### config.mk
export PLATFORM = sky130hd
export DESIGN_NAME = eoc_top
export DESIGN_NICKNAME = d
export VERILOG_FILES = /design/src/shared/eoc_pkg.sv /design/src/verilog/eoc_div8.sv /design/src/verilog/eoc_top.sv
export VERILOG_INCLUDE_DIRS = /design/src /design/src/shared
export SDC_FILE = /design/constraint.sdc
export NUM_CORES = 1
export LEC_CHECK = 0
export BUFFER_PORTS_ARGS = -buffer_cell sky130_fd_sc_hd__buf_2
export CAP_MARGIN = 20
export CORE_ASPECT_RATIO = 0.5
export CORE_MARGIN = 10
export CORE_UTILIZATION = 46
export DETAILED_ROUTE_END_ITERATION = 8
export GPL_ROUTABILITY_DRIVEN = 0
export PLACE_DENSITY = 0.74
export SETUP_SLACK_MARGIN = 0.02
export SLEW_MARGIN = 20
export SYNTH_ARGS = -nofsm -noshare
export SYNTH_HDL_FRONTEND = slang
export SYNTH_SLANG_ARGS = --single-unit
### constraint.sdc
create_clock -name clk_sys_in -period 1.7 [get_ports clk_sys_in]
set_clock_uncertainty 0.05 [all_clocks]
set_input_delay 0.34 -clock clk_sys_in [delete_from_list [all_inputs] [get_ports clk_sys_in]]
set_output_delay 0.34 -clock clk_sys_in [all_outputs]
set_load 0.05 [all_outputs]
### src/shared/eoc_consts.svh
`ifndef EOC_CONSTS_SVH
`define EOC_CONSTS_SVH

// Register address on the special-function-register bus
`define EOC_CTRL_ADDR     8'hb1
// Reset value of the control register
`define EOC_CTRL_RESET    8'h00
// Field positions inside the control register
`define EOC_VALID_BIT     7
`define EOC_MODE_MSB      6
`define EOC_MODE_LSB      4
`define EOC_RSVD_BIT      3
`define EOC_FREQ_MSB      2
`define EOC_FREQ_LSB      0
// Peripheral clock division of the external source
`define EOC_PERIPH_DIV    8
// Cycles of steady amplitude before the crystal counts as stable
`define EOC_STABLE_CYC    8'hc8
`define EOC_STABLE_W      8

`endif

### src/shared/eoc_pkg.sv
package eoc_pkg;

  // Decoded oscillator modes
  typedef enum logic [2:0] {
    EOC_OFF,
    EOC_CMOS,
    EOC_CMOS_DIV2,
    EOC_RC_CAP,
    EOC_XTAL,
    EOC_XTAL_DIV2
  } eoc_mode_t;

  // Controls handed to the analog drive circuit
  typedef struct packed {
    logic       enable;
    logic       crystal;
    logic       div2;
    logic [2:0] freq;
  } eoc_drive_t;

  // Divider state
  typedef struct packed {
    logic [3:0] cnt;
    logic       clk;
    logic       tick;
  } eoc_div_state_t;

  // Control block state
  typedef struct packed {
    logic [2:0] mode;
    logic [2:0] freq;
    logic       osc_s1;
    logic       osc_s2;
    logic       osc_s3;
    logic       amp_s1;
    logic       amp_s2;
    logic [7:0] stable_cnt;
    logic       valid;
    logic [7:0] rdata;
  } eoc_state_t;

  // Mode field decode
  function automatic eoc_mode_t eoc_decode(input logic [2:0] code);
    eoc_mode_t m;
    case (code)
      3'h2:    m = EOC_CMOS;
      3'h3:    m = EOC_CMOS_DIV2;
      3'h4:    m = EOC_RC_CAP;
      3'h5:    m = EOC_RC_CAP;
      3'h6:    m = EOC_XTAL;
      3'h7:    m = EOC_XTAL_DIV2;
      default: m = EOC_OFF;
    endcase
    return m;
  endfunction : eoc_decode

endpackage : eoc_pkg

### src/verilog/eoc_div8.sv
`timescale 1ns/100ps
`include "eoc_consts.svh"

module eoc_div8 #(
  parameter int DIV = `EOC_PERIPH_DIV
) (
  // Clock and reset
  input  wire logic clk_sys_in,
  input  wire logic reset_in,
  // Source edge stream
  input  wire logic enable_in,
  input  wire logic edge_in,
  input  wire logic pre_div2_in,
  // Divided clock
  output logic      div_clk_out,
  output logic      div_tick_out
);

  eoc_pkg::eoc_div_state_t st;
  eoc_pkg::eoc_div_state_t next_st;
  logic [3:0]              half_m1;

  // Half period in source edges, minus one
  assign half_m1 = pre_div2_in ? 4'(DIV - 1) : 4'(DIV / 2 - 1);

  // Count synchronized source edges, toggle at each half period
  always_comb begin
    next_st      = st;
    next_st.tick = 1'b0;
    if (!enable_in) begin
      next_st.cnt = 4'h0;
      next_st.clk = 1'b0;
    end else if (edge_in) begin
      if (st.cnt >= half_m1) begin
        next_st.cnt  = 4'h0;
        next_st.clk  = ~st.clk;
        next_st.tick = ~st.clk;
      end else begin
        next_st.cnt = st.cnt + 4'h1;
      end
    end
  end

  // State register
  always_ff @(posedge clk_sys_in) begin
    if (reset_in) begin
      st <= '0;
    end else begin
      st <= next_st;
    end
  end

  assign div_clk_out  = st.clk;
  assign div_tick_out = st.tick;

endmodule : eoc_div8

### src/verilog/eoc_top.sv
`timescale 1ns/100ps
`include "eoc_consts.svh"

module eoc_top #(
  parameter logic [7:0] STABLE_CYC = `EOC_STABLE_CYC
) (
  // Clock and reset
  input  wire logic              clk_sys_in,
  input  wire logic              reset_in,
  // Special-function-register bus
  input  wire logic [7:0]        sfr_addr_in,
  input  wire logic              sfr_wr_in,
  input  wire logic              sfr_rd_in,
  input  wire logic [7:0]        sfr_wdata_in,
  output logic      [7:0]        sfr_rdata_out,
  // Analog drive circuit
  input  wire logic              osc_clk_in,
  input  wire logic              xtal_amp_ok_in,
  output eoc_pkg::eoc_drive_t    drive_ctl_out,
  // Port pin ownership
  output logic                   osc_input_pin_claim_out,
  output logic                   osc_output_pin_claim_out,
  // Peripheral clock for timers and counter array
  output logic                   ext_div8_clk_out,
  output logic                   ext_div8_tick_out
);

  eoc_pkg::eoc_state_t st;
  eoc_pkg::eoc_state_t next_st;
  eoc_pkg::eoc_mode_t  mode_dec;
  logic                xtal_mode;
  logic                div2_mode;
  logic                drive_on;
  logic                osc_rise;
  logic                ctrl_hit;
  logic [7:0]          ctrl_view;

  // Mode decode
  always_comb begin
    mode_dec  = eoc_pkg::eoc_decode(st.mode);
    xtal_mode = (mode_dec == eoc_pkg::EOC_XTAL) ||
                (mode_dec == eoc_pkg::EOC_XTAL_DIV2);
    div2_mode = (mode_dec == eoc_pkg::EOC_XTAL_DIV2) ||
                (mode_dec == eoc_pkg::EOC_CMOS_DIV2);
    drive_on  = (mode_dec != eoc_pkg::EOC_OFF);
  end

  // Bus decode and register view
  assign ctrl_hit = (sfr_addr_in == `EOC_CTRL_ADDR);
  always_comb begin
    ctrl_view = `EOC_CTRL_RESET;
    ctrl_view[`EOC_VALID_BIT] = st.valid;
    ctrl_view[`EOC_MODE_MSB:`EOC_MODE_LSB] = st.mode;
    ctrl_view[`EOC_FREQ_MSB:`EOC_FREQ_LSB] = st.freq;
  end

  // Rising edge of the synchronized oscillator clock
  assign osc_rise = st.osc_s2 & ~st.osc_s3;

  // Next state
  always_comb begin
    next_st = st;
    // Two-flop synchronizers
    next_st.osc_s1 = osc_clk_in;
    next_st.osc_s2 = st.osc_s1;
    next_st.osc_s3 = st.osc_s2;
    next_st.amp_s1 = xtal_amp_ok_in;
    next_st.amp_s2 = st.amp_s1;
    // Register write, reserved bit and valid flag ignored
    if (sfr_wr_in && ctrl_hit) begin
      next_st.mode = sfr_wdata_in[`EOC_MODE_MSB:`EOC_MODE_LSB];
      next_st.freq = sfr_wdata_in[`EOC_FREQ_MSB:`EOC_FREQ_LSB];
    end
    // Read data, unmapped addresses return zero
    if (sfr_rd_in) begin
      next_st.rdata = ctrl_hit ? ctrl_view : 8'h00;
    end
    // Amplitude must hold steady before the crystal counts as valid
    if (!xtal_mode || !st.amp_s2) begin
      next_st.stable_cnt = 8'h00;
      next_st.valid      = 1'b0;
    end else if (st.stable_cnt >= STABLE_CYC - 8'h01) begin
      next_st.valid = 1'b1;
    end else begin
      next_st.stable_cnt = st.stable_cnt + 8'h01;
    end
    // Mode change restarts settling
    if (sfr_wr_in && ctrl_hit &&
        sfr_wdata_in[`EOC_MODE_MSB:`EOC_MODE_LSB] != st.mode) begin
      next_st.stable_cnt = 8'h00;
      next_st.valid      = 1'b0;
    end
  end

  // State register
  always_ff @(posedge clk_sys_in) begin
    if (reset_in) begin
      st <= '0;
    end else begin
      st <= next_st;
    end
  end

  // Divide the synchronized oscillator edges by eight, or by sixteen in the divide-by-two modes
  eoc_div8 #(
    .DIV          (`EOC_PERIPH_DIV)
  ) u_div8 (
    .clk_sys_in   (clk_sys_in),
    .reset_in     (reset_in),
    .enable_in    (drive_on),
    .edge_in      (osc_rise),
    .pre_div2_in  (div2_mode),
    .div_clk_out  (ext_div8_clk_out),
    .div_tick_out (ext_div8_tick_out)
  );

  // Drive controls and pin ownership
  always_comb begin
    drive_ctl_out.enable  = drive_on;
    drive_ctl_out.crystal = xtal_mode;
    drive_ctl_out.div2    = div2_mode;
    drive_ctl_out.freq    = st.freq;
    osc_input_pin_claim_out  = xtal_mode;
    osc_output_pin_claim_out = drive_on;
  end

  assign sfr_rdata_out = st.rdata;

  // Helper: count cycles between divided-clock ticks
  logic [7:0] tick_gap;
  // Saturated value marks an unknown start: after reset, off or any control register write
  always_ff @(posedge clk_sys_in) begin
    if (reset_in || !drive_on || (sfr_wr_in && ctrl_hit)) begin
      tick_gap <= 8'hff;
    end else if (ext_div8_tick_out) begin
      tick_gap <= 8'h00;
    end else if (tick_gap != 8'hff) begin
      tick_gap <= tick_gap + 8'h01;
    end
  end
endmodule : eoc_top

==> results.cfg, run 1 <==
[timing]
fin_crit_sh_pct = 97.8
setup-violations-final = 0
hold_viol_final = 0
rsz0062_at_grt = yes
drv_slew = 0
finalCriticalPeriod_ns = 1.66
fin_ws_ns = 0.0370
worst_hold_slack_ns = 0.226
max_freq_mhz = 601

[final_layout]
finalInstanceArea_um2 = 1750
final_common_cell = buf_2
diodes = 0
fin_util_pct = 57.3
layout_common_cells = 34 x buf_2, 33 x dfxtp_1, 24 x nor2_1, 13 x nor2b_1
drive_gt1_share_pct = 31.9
nets = 212
area_growth_pct = 17.7

[global_routing]
grt_usage_pct = 10.2
grt_pass1_vias = 1122
grt_util_met1_pct = 10.6
grt_pass1_wl_mm = 4.97
antenna_found_initial = 0
grt_busiest_layer = met2
grtUsageMet2_pct = 18.8
grt_use_met3_pct = 2.99
gr-total-overflow = 0
grt_max_degree = 19

[clocking]
cts_buffers = 5
post-cts-setup-buffer-count = 0
clk_pin_slew_ns = 0.06
cts_hold_buf = 0
clockBufferDepth = 2
cts_tree = done
clock-sinks = 33
h-tree-depth = 2
clockRootBuffer = clkbuf_8
clk_latency_ns = 0.28

[yosys]
synthCells = 156
synth_seq_cells = 33
ys_warn_count = 0
synth_area_per_cell_um2 = 9.52
synth.yosys.seq_area_share_pct = 44.5
yosysUniqueCellTypes = 32
synthArstFlopShare_pct = 0
syn-num-nets = 181
synth_ff_type = dfxtp_1
synth_edf_count = 0
synth.cell_area_um2 = 1490

[setup_path]
critPathArrivalTime_ns = 1.27
start_kind = register
cp-end-kind = output port
cp_data_required_time_ns = 1.31
crit_type = reg2out
path_max_fanout = 5

[die]
ios = 40
start_util_pct = 48.7
die_area_um2 = 6040
rows = 14
die_y_um = 60.2
core-area_um2 = 3050
die_w_um = 100

[run]
cap_violations = 0

[placed_design]
dp_hpwl_mm = 2.31
placed_cell_area_um2 = 1640
dp_slack_ns = 0.0846
io_buffers = 36

[run_status]
status = finished, final reports clean

[power]
max-vdd-ir-drop_mv = 0.346
powerDensity_nw_per_um2 = 791
p_leak_nw = 0.789

[hold_path]
hold_path_class = in2reg

[route]
drtAntennaViolNets = 0
drc = 0
post_drt_wl_per_cell_um = 12.8
first_iter_violations = 50
routed_wl_mm = 2.93
vias = 1113
drt-pass1-iter-count = 4
vias_per_cell = 4.88
[per-stage QoR]
stage                     total power [W]  instances  TNS [ns]
after floorplan                  0.000828        156         0
after global placement           0.000856        220         0
after detailed placement         0.000858        220         0
after CTS                         0.00140        228         0
after global routing              0.00143        228  -0.00110
final                             0.00138        228         0
[metal layers]
layer | share of wire [%] | up-vias | routed length [um]
met5 | 0 | - | 0
met2 | 53 | 22 | 1560
li1 | - | 562 | -
met4 | 1.5 | 0 | 43
met1 | 42 | 524 | 1230
met3 | 3.2 | 5 | 94
[where the power goes]
group	switching [W]	internal, W
registers	0.00000163	0.000779
logic	0.0000335	0.0000272
clock network	0.000252	0.000290
[Yosys cell counts (2+ instances only)]
master	count	share of area (%)
inv_1	3	0.76
nor2b_1	13	5.5
a21oi_1	9	3.0
mux2i_1	8	5.4
dfxtp_1	33	44
nand2_1	8	2.0
ha_1	3	2.5
buf_4	14	7.1
and3_1	3	1.3
nand3_1	2	0.67
or3b_1	2	1.2
nor2_1	24	6.1
clkbuf_1	4	1.0
xor2_1	9	5.3
a21oi_2	2	1.2
nand4_1	3	1.3
[path summary, 6_finish.rpt]
| kind | from | to | slack, ns | cells past startpoint |
|---|---|---|---|---|
| setup / recovery | ctrl_view[5]$_SDFFE_PP0P_ | drive_ctl_out[5] | 0.04 | 3 |
| hold / removal | xtal_amp_ok_in | next_st[17]$_SDFF_PP0_ | 0.23 | 2 |
| setup reg to reg | st[9]$_SDFFE_PP0N_ | st[12]$_SDFFE_PP0N_ | 0.13 | 5 |
| hold reg to reg | next_st[20]$_SDFF_PP0_ | next_st[19]$_SDFF_PP0_ | 0.38 | 1 |
[cell type report]
type / count / area (um2)
Multi-Input combinational cell: 102 / 716
Inverter: 3 / 11.3
Fill cell: 280 / 1300
Tap cell: 40 / 50.0
Clock buffer: 8 / 80.1
Sequential cell: 33 / 661
Timing Repair Buffer: 42 / 230
[worst max-delay path, stage by stage (launching register included)]
cell and delay (ns):
dfxtp_1 0.31, buf_4 0.14, or2_2 0.34, buf_4 0.21
[kinds of logic (layout without fill, tap and decap cells)]
kind of cell             Yosys count  count (layout)  synth area share, %
buffers and inverters             21              53                 8.85
AO/OA/AOI/OAI                     15              15                 8.00
adder cells (fa/ha/maj)            3               3                 2.53
flip-flops                        33              33                 44.5
AND/OR/NAND/NOR                   65              65                 24.6
XOR/XNOR                          10              10                 5.90
other                              1               1                0.252
multiplexers                       8               8                 5.39
[state kept, by name (all words and copies together) (netlist names)]
| register | flops |
|---|---|
| u_div8.st | 4 |
| u_div8.div_clk_out | 1 |
| st | 10 |
| u_div8.div_tick_out | 1 |
| drive_ctl_out | 3 |
| ctrl_view | 4 |
| sfr_rdata_out | 7 |
| next_st | 3 |
[what timing repair did]
item | CTS | global route
resized for setup | 0 | 8
endpoints found under the hold margin | 0 | 0
endpoints found under the setup margin | 2 | 8
No activity file was read; power rests on OpenSTA's default activity.
==> run 2: changes to the inputs <==
--- a/config.mk
+++ b/config.mk
@@ -13,7 +13,7 @@
 export CORE_UTILIZATION = 46
 export DETAILED_ROUTE_END_ITERATION = 8
 export GPL_ROUTABILITY_DRIVEN = 0
-export PLACE_DENSITY = 0.74
+export PLACE_DENSITY = 0.82
 export SETUP_SLACK_MARGIN = 0.02
 export SLEW_MARGIN = 20
 export SYNTH_ARGS = -nofsm -noshare
==> run 2 against run 1 <==
Against the previous run:
- worst setup slack got worse by 0.025 ns
- register-to-register slack got worse by 0.03 ns
- final area did not move
- power rose by 0.70%
- maximum frequency fell by 1.5%
- clock power rose by 2%
- sequential power barely moved
==> results.cfg, run 2 (same netlist as run 1, synthesis figures left out) <==
[final_layout]
final_common_cell = buf_2
fin_cells = 228
largest_reg_flops = 10
top_register = st
diodes = 0
layout_common_cells = 35 x buf_2, 33 x dfxtp_1, 24 x nor2_1, 13 x nor2b_1
finalInstanceArea_um2 = 1750
drive_gt1_share_pct = 33.0
nets = 212
area_growth_pct = 17.7

[setup_path]
ff2ff_setup_slack_ns = 0.10
worstRegToRegCells = 5
crit_type = reg2out
path_max_fanout = 5
cp-end-kind = output port
cp_data_required_time_ns = 1.31
worstReg2RegEnd = st[11]$_SDFFE_PP0N_
r2r_start = st[9]$_SDFFE_PP0N_
critPathArrivalTime_ns = 1.30
start_kind = register

[route]
drc = 0
wl_met1_mm = 1.19
vias_per_cell = 4.77
wl_met3_um = 64
post_drt_wl_per_cell_um = 12.7
wl_met2_mm = 1.61
drtAntennaViolNets = 0
drt-pass1-iter-count = 4
vias = 1088
top_layer = met4
routed_wl_mm = 2.90
first_iter_violations = 33

[hold_path]
worstHoldStart = osc_clk_in
hold_depth = 2
holdPathEnd = next_st[20]$_SDFF_PP0_
hold_path_class = in2reg

[clocking]
cts_buffers = 5
post-cts-setup-buffer-count = 0
clockRootBuffer = clkbuf_8
h-tree-depth = 2
clock-sinks = 33
clockBufferDepth = 2
clk_latency_ns = 0.28
clk_pin_slew_ns = 0.07
cts_hold_buf = 0
post_cts_resize_count = 0
cts_tree = done

[placed_design]
dp_hpwl_mm = 2.26
placed_cells = 220
placed_cell_area_um2 = 1640
io_buffers = 36

[global_routing]
grt_usage_pct = 10.4
grt_pass1_wl_mm = 4.97
grt_max_degree = 19
antenna_found_initial = 0
grt_pass1_vias = 1143
gr-total-overflow = 0

[timing]
fin_crit_sh_pct = 99.3
max_freq_mhz = 592
tns_ns = 0
hold_viol_final = 0
rsz0062_at_grt = yes
setup-violations-final = 0
finalCriticalPeriod_ns = 1.69
drv_slew = 0

[die]
ios = 40
core-area_um2 = 3050
die_area_um2 = 6040
rows = 14
die_y_um = 60.2
die_w_um = 100
start_util_pct = 48.7

[run]
cap_violations = 0

[run_status]
status = finished, final reports clean

[power]
max-vdd-ir-drop_mv = 0.297
powerDensity_nw_per_um2 = 796
totalPowerFinal_w = 0.00139
p_leak_nw = 0.794
==> run 2: where the power goes <==
group | switching, W | total (W) | internal (W)
clock | 0.000269 | 0.000552 | 0.000283
sequential | 0.00000188 | 0.000780 | 0.000778
combinational | 0.0000324 | 0.0000595 | 0.0000271
==> run 2: worst max-delay path by stage <==
stage | startpoint | to | slack [ns] | cells past startpoint
6_report | ctrl_view[5]$_SDFFE_PP0P_ | osc_output_pin_claim_out | 0.01 | 3
5_1_grt | ctrl_view[5]$_SDFFE_PP0P_ | osc_output_pin_claim_out | -0.02 | 3
4_1_cts | ctrl_view[5]$_SDFFE_PP0P_ | drive_ctl_out[5] | 0.02 | 3
3_5_place_dp | st[9]$_SDFFE_PP0N_ | st[11]$_SDFFE_PP0N_ | 0.04 | 5
3_3_place_gp | st[9]$_SDFFE_PP0N_ | st[12]$_SDFFE_PP0N_ | 0.12 | 5
2_1_floorplan | st[9]$_SDFFE_PP0N_ | st[11]$_SDFFE_PP0N_ | 0.07 | 5
==> run 2: worst max-delay path, cell delays in order, from the launching register on <==
cell	delay, ns
dfxtp_1	0.31
buf_4	0.15
or2_2	0.33
clkbuf_4	0.23
==> run 2: layout make-up <==
type | instances | area, um2
Clock buffer | 6 | 72.6
Sequential cell | 33 | 661
Timing Repair Buffer | 42 | 228
Tap cell | 40 | 50.0
Inverter | 3 | 11.3
Multi-Input combinational cell | 102 | 716
Fill cell | 258 | 1300
Clock inverter | 2 | 10.0
==> run 2: per-stage QoR <==
step           setup slack [ns]  utilization, %  hold slack [ns]
6_report                 0.0122            57.3            0.215
5_1_grt                 -0.0173            57.3            0.224
4_1_cts                  0.0218            56.5            0.207
3_5_place_dp             0.0392            53.8            0.388
3_3_place_gp              0.116            53.8            0.371
2_1_floorplan            0.0652               -            0.364
==> run 2: per-layer routing <==
metal,track usage [%],vias up
li1,-,564
met1,10.1,506
met2,19.9,14
met3,3.80,4
met4,4.40,0
met5,0,-
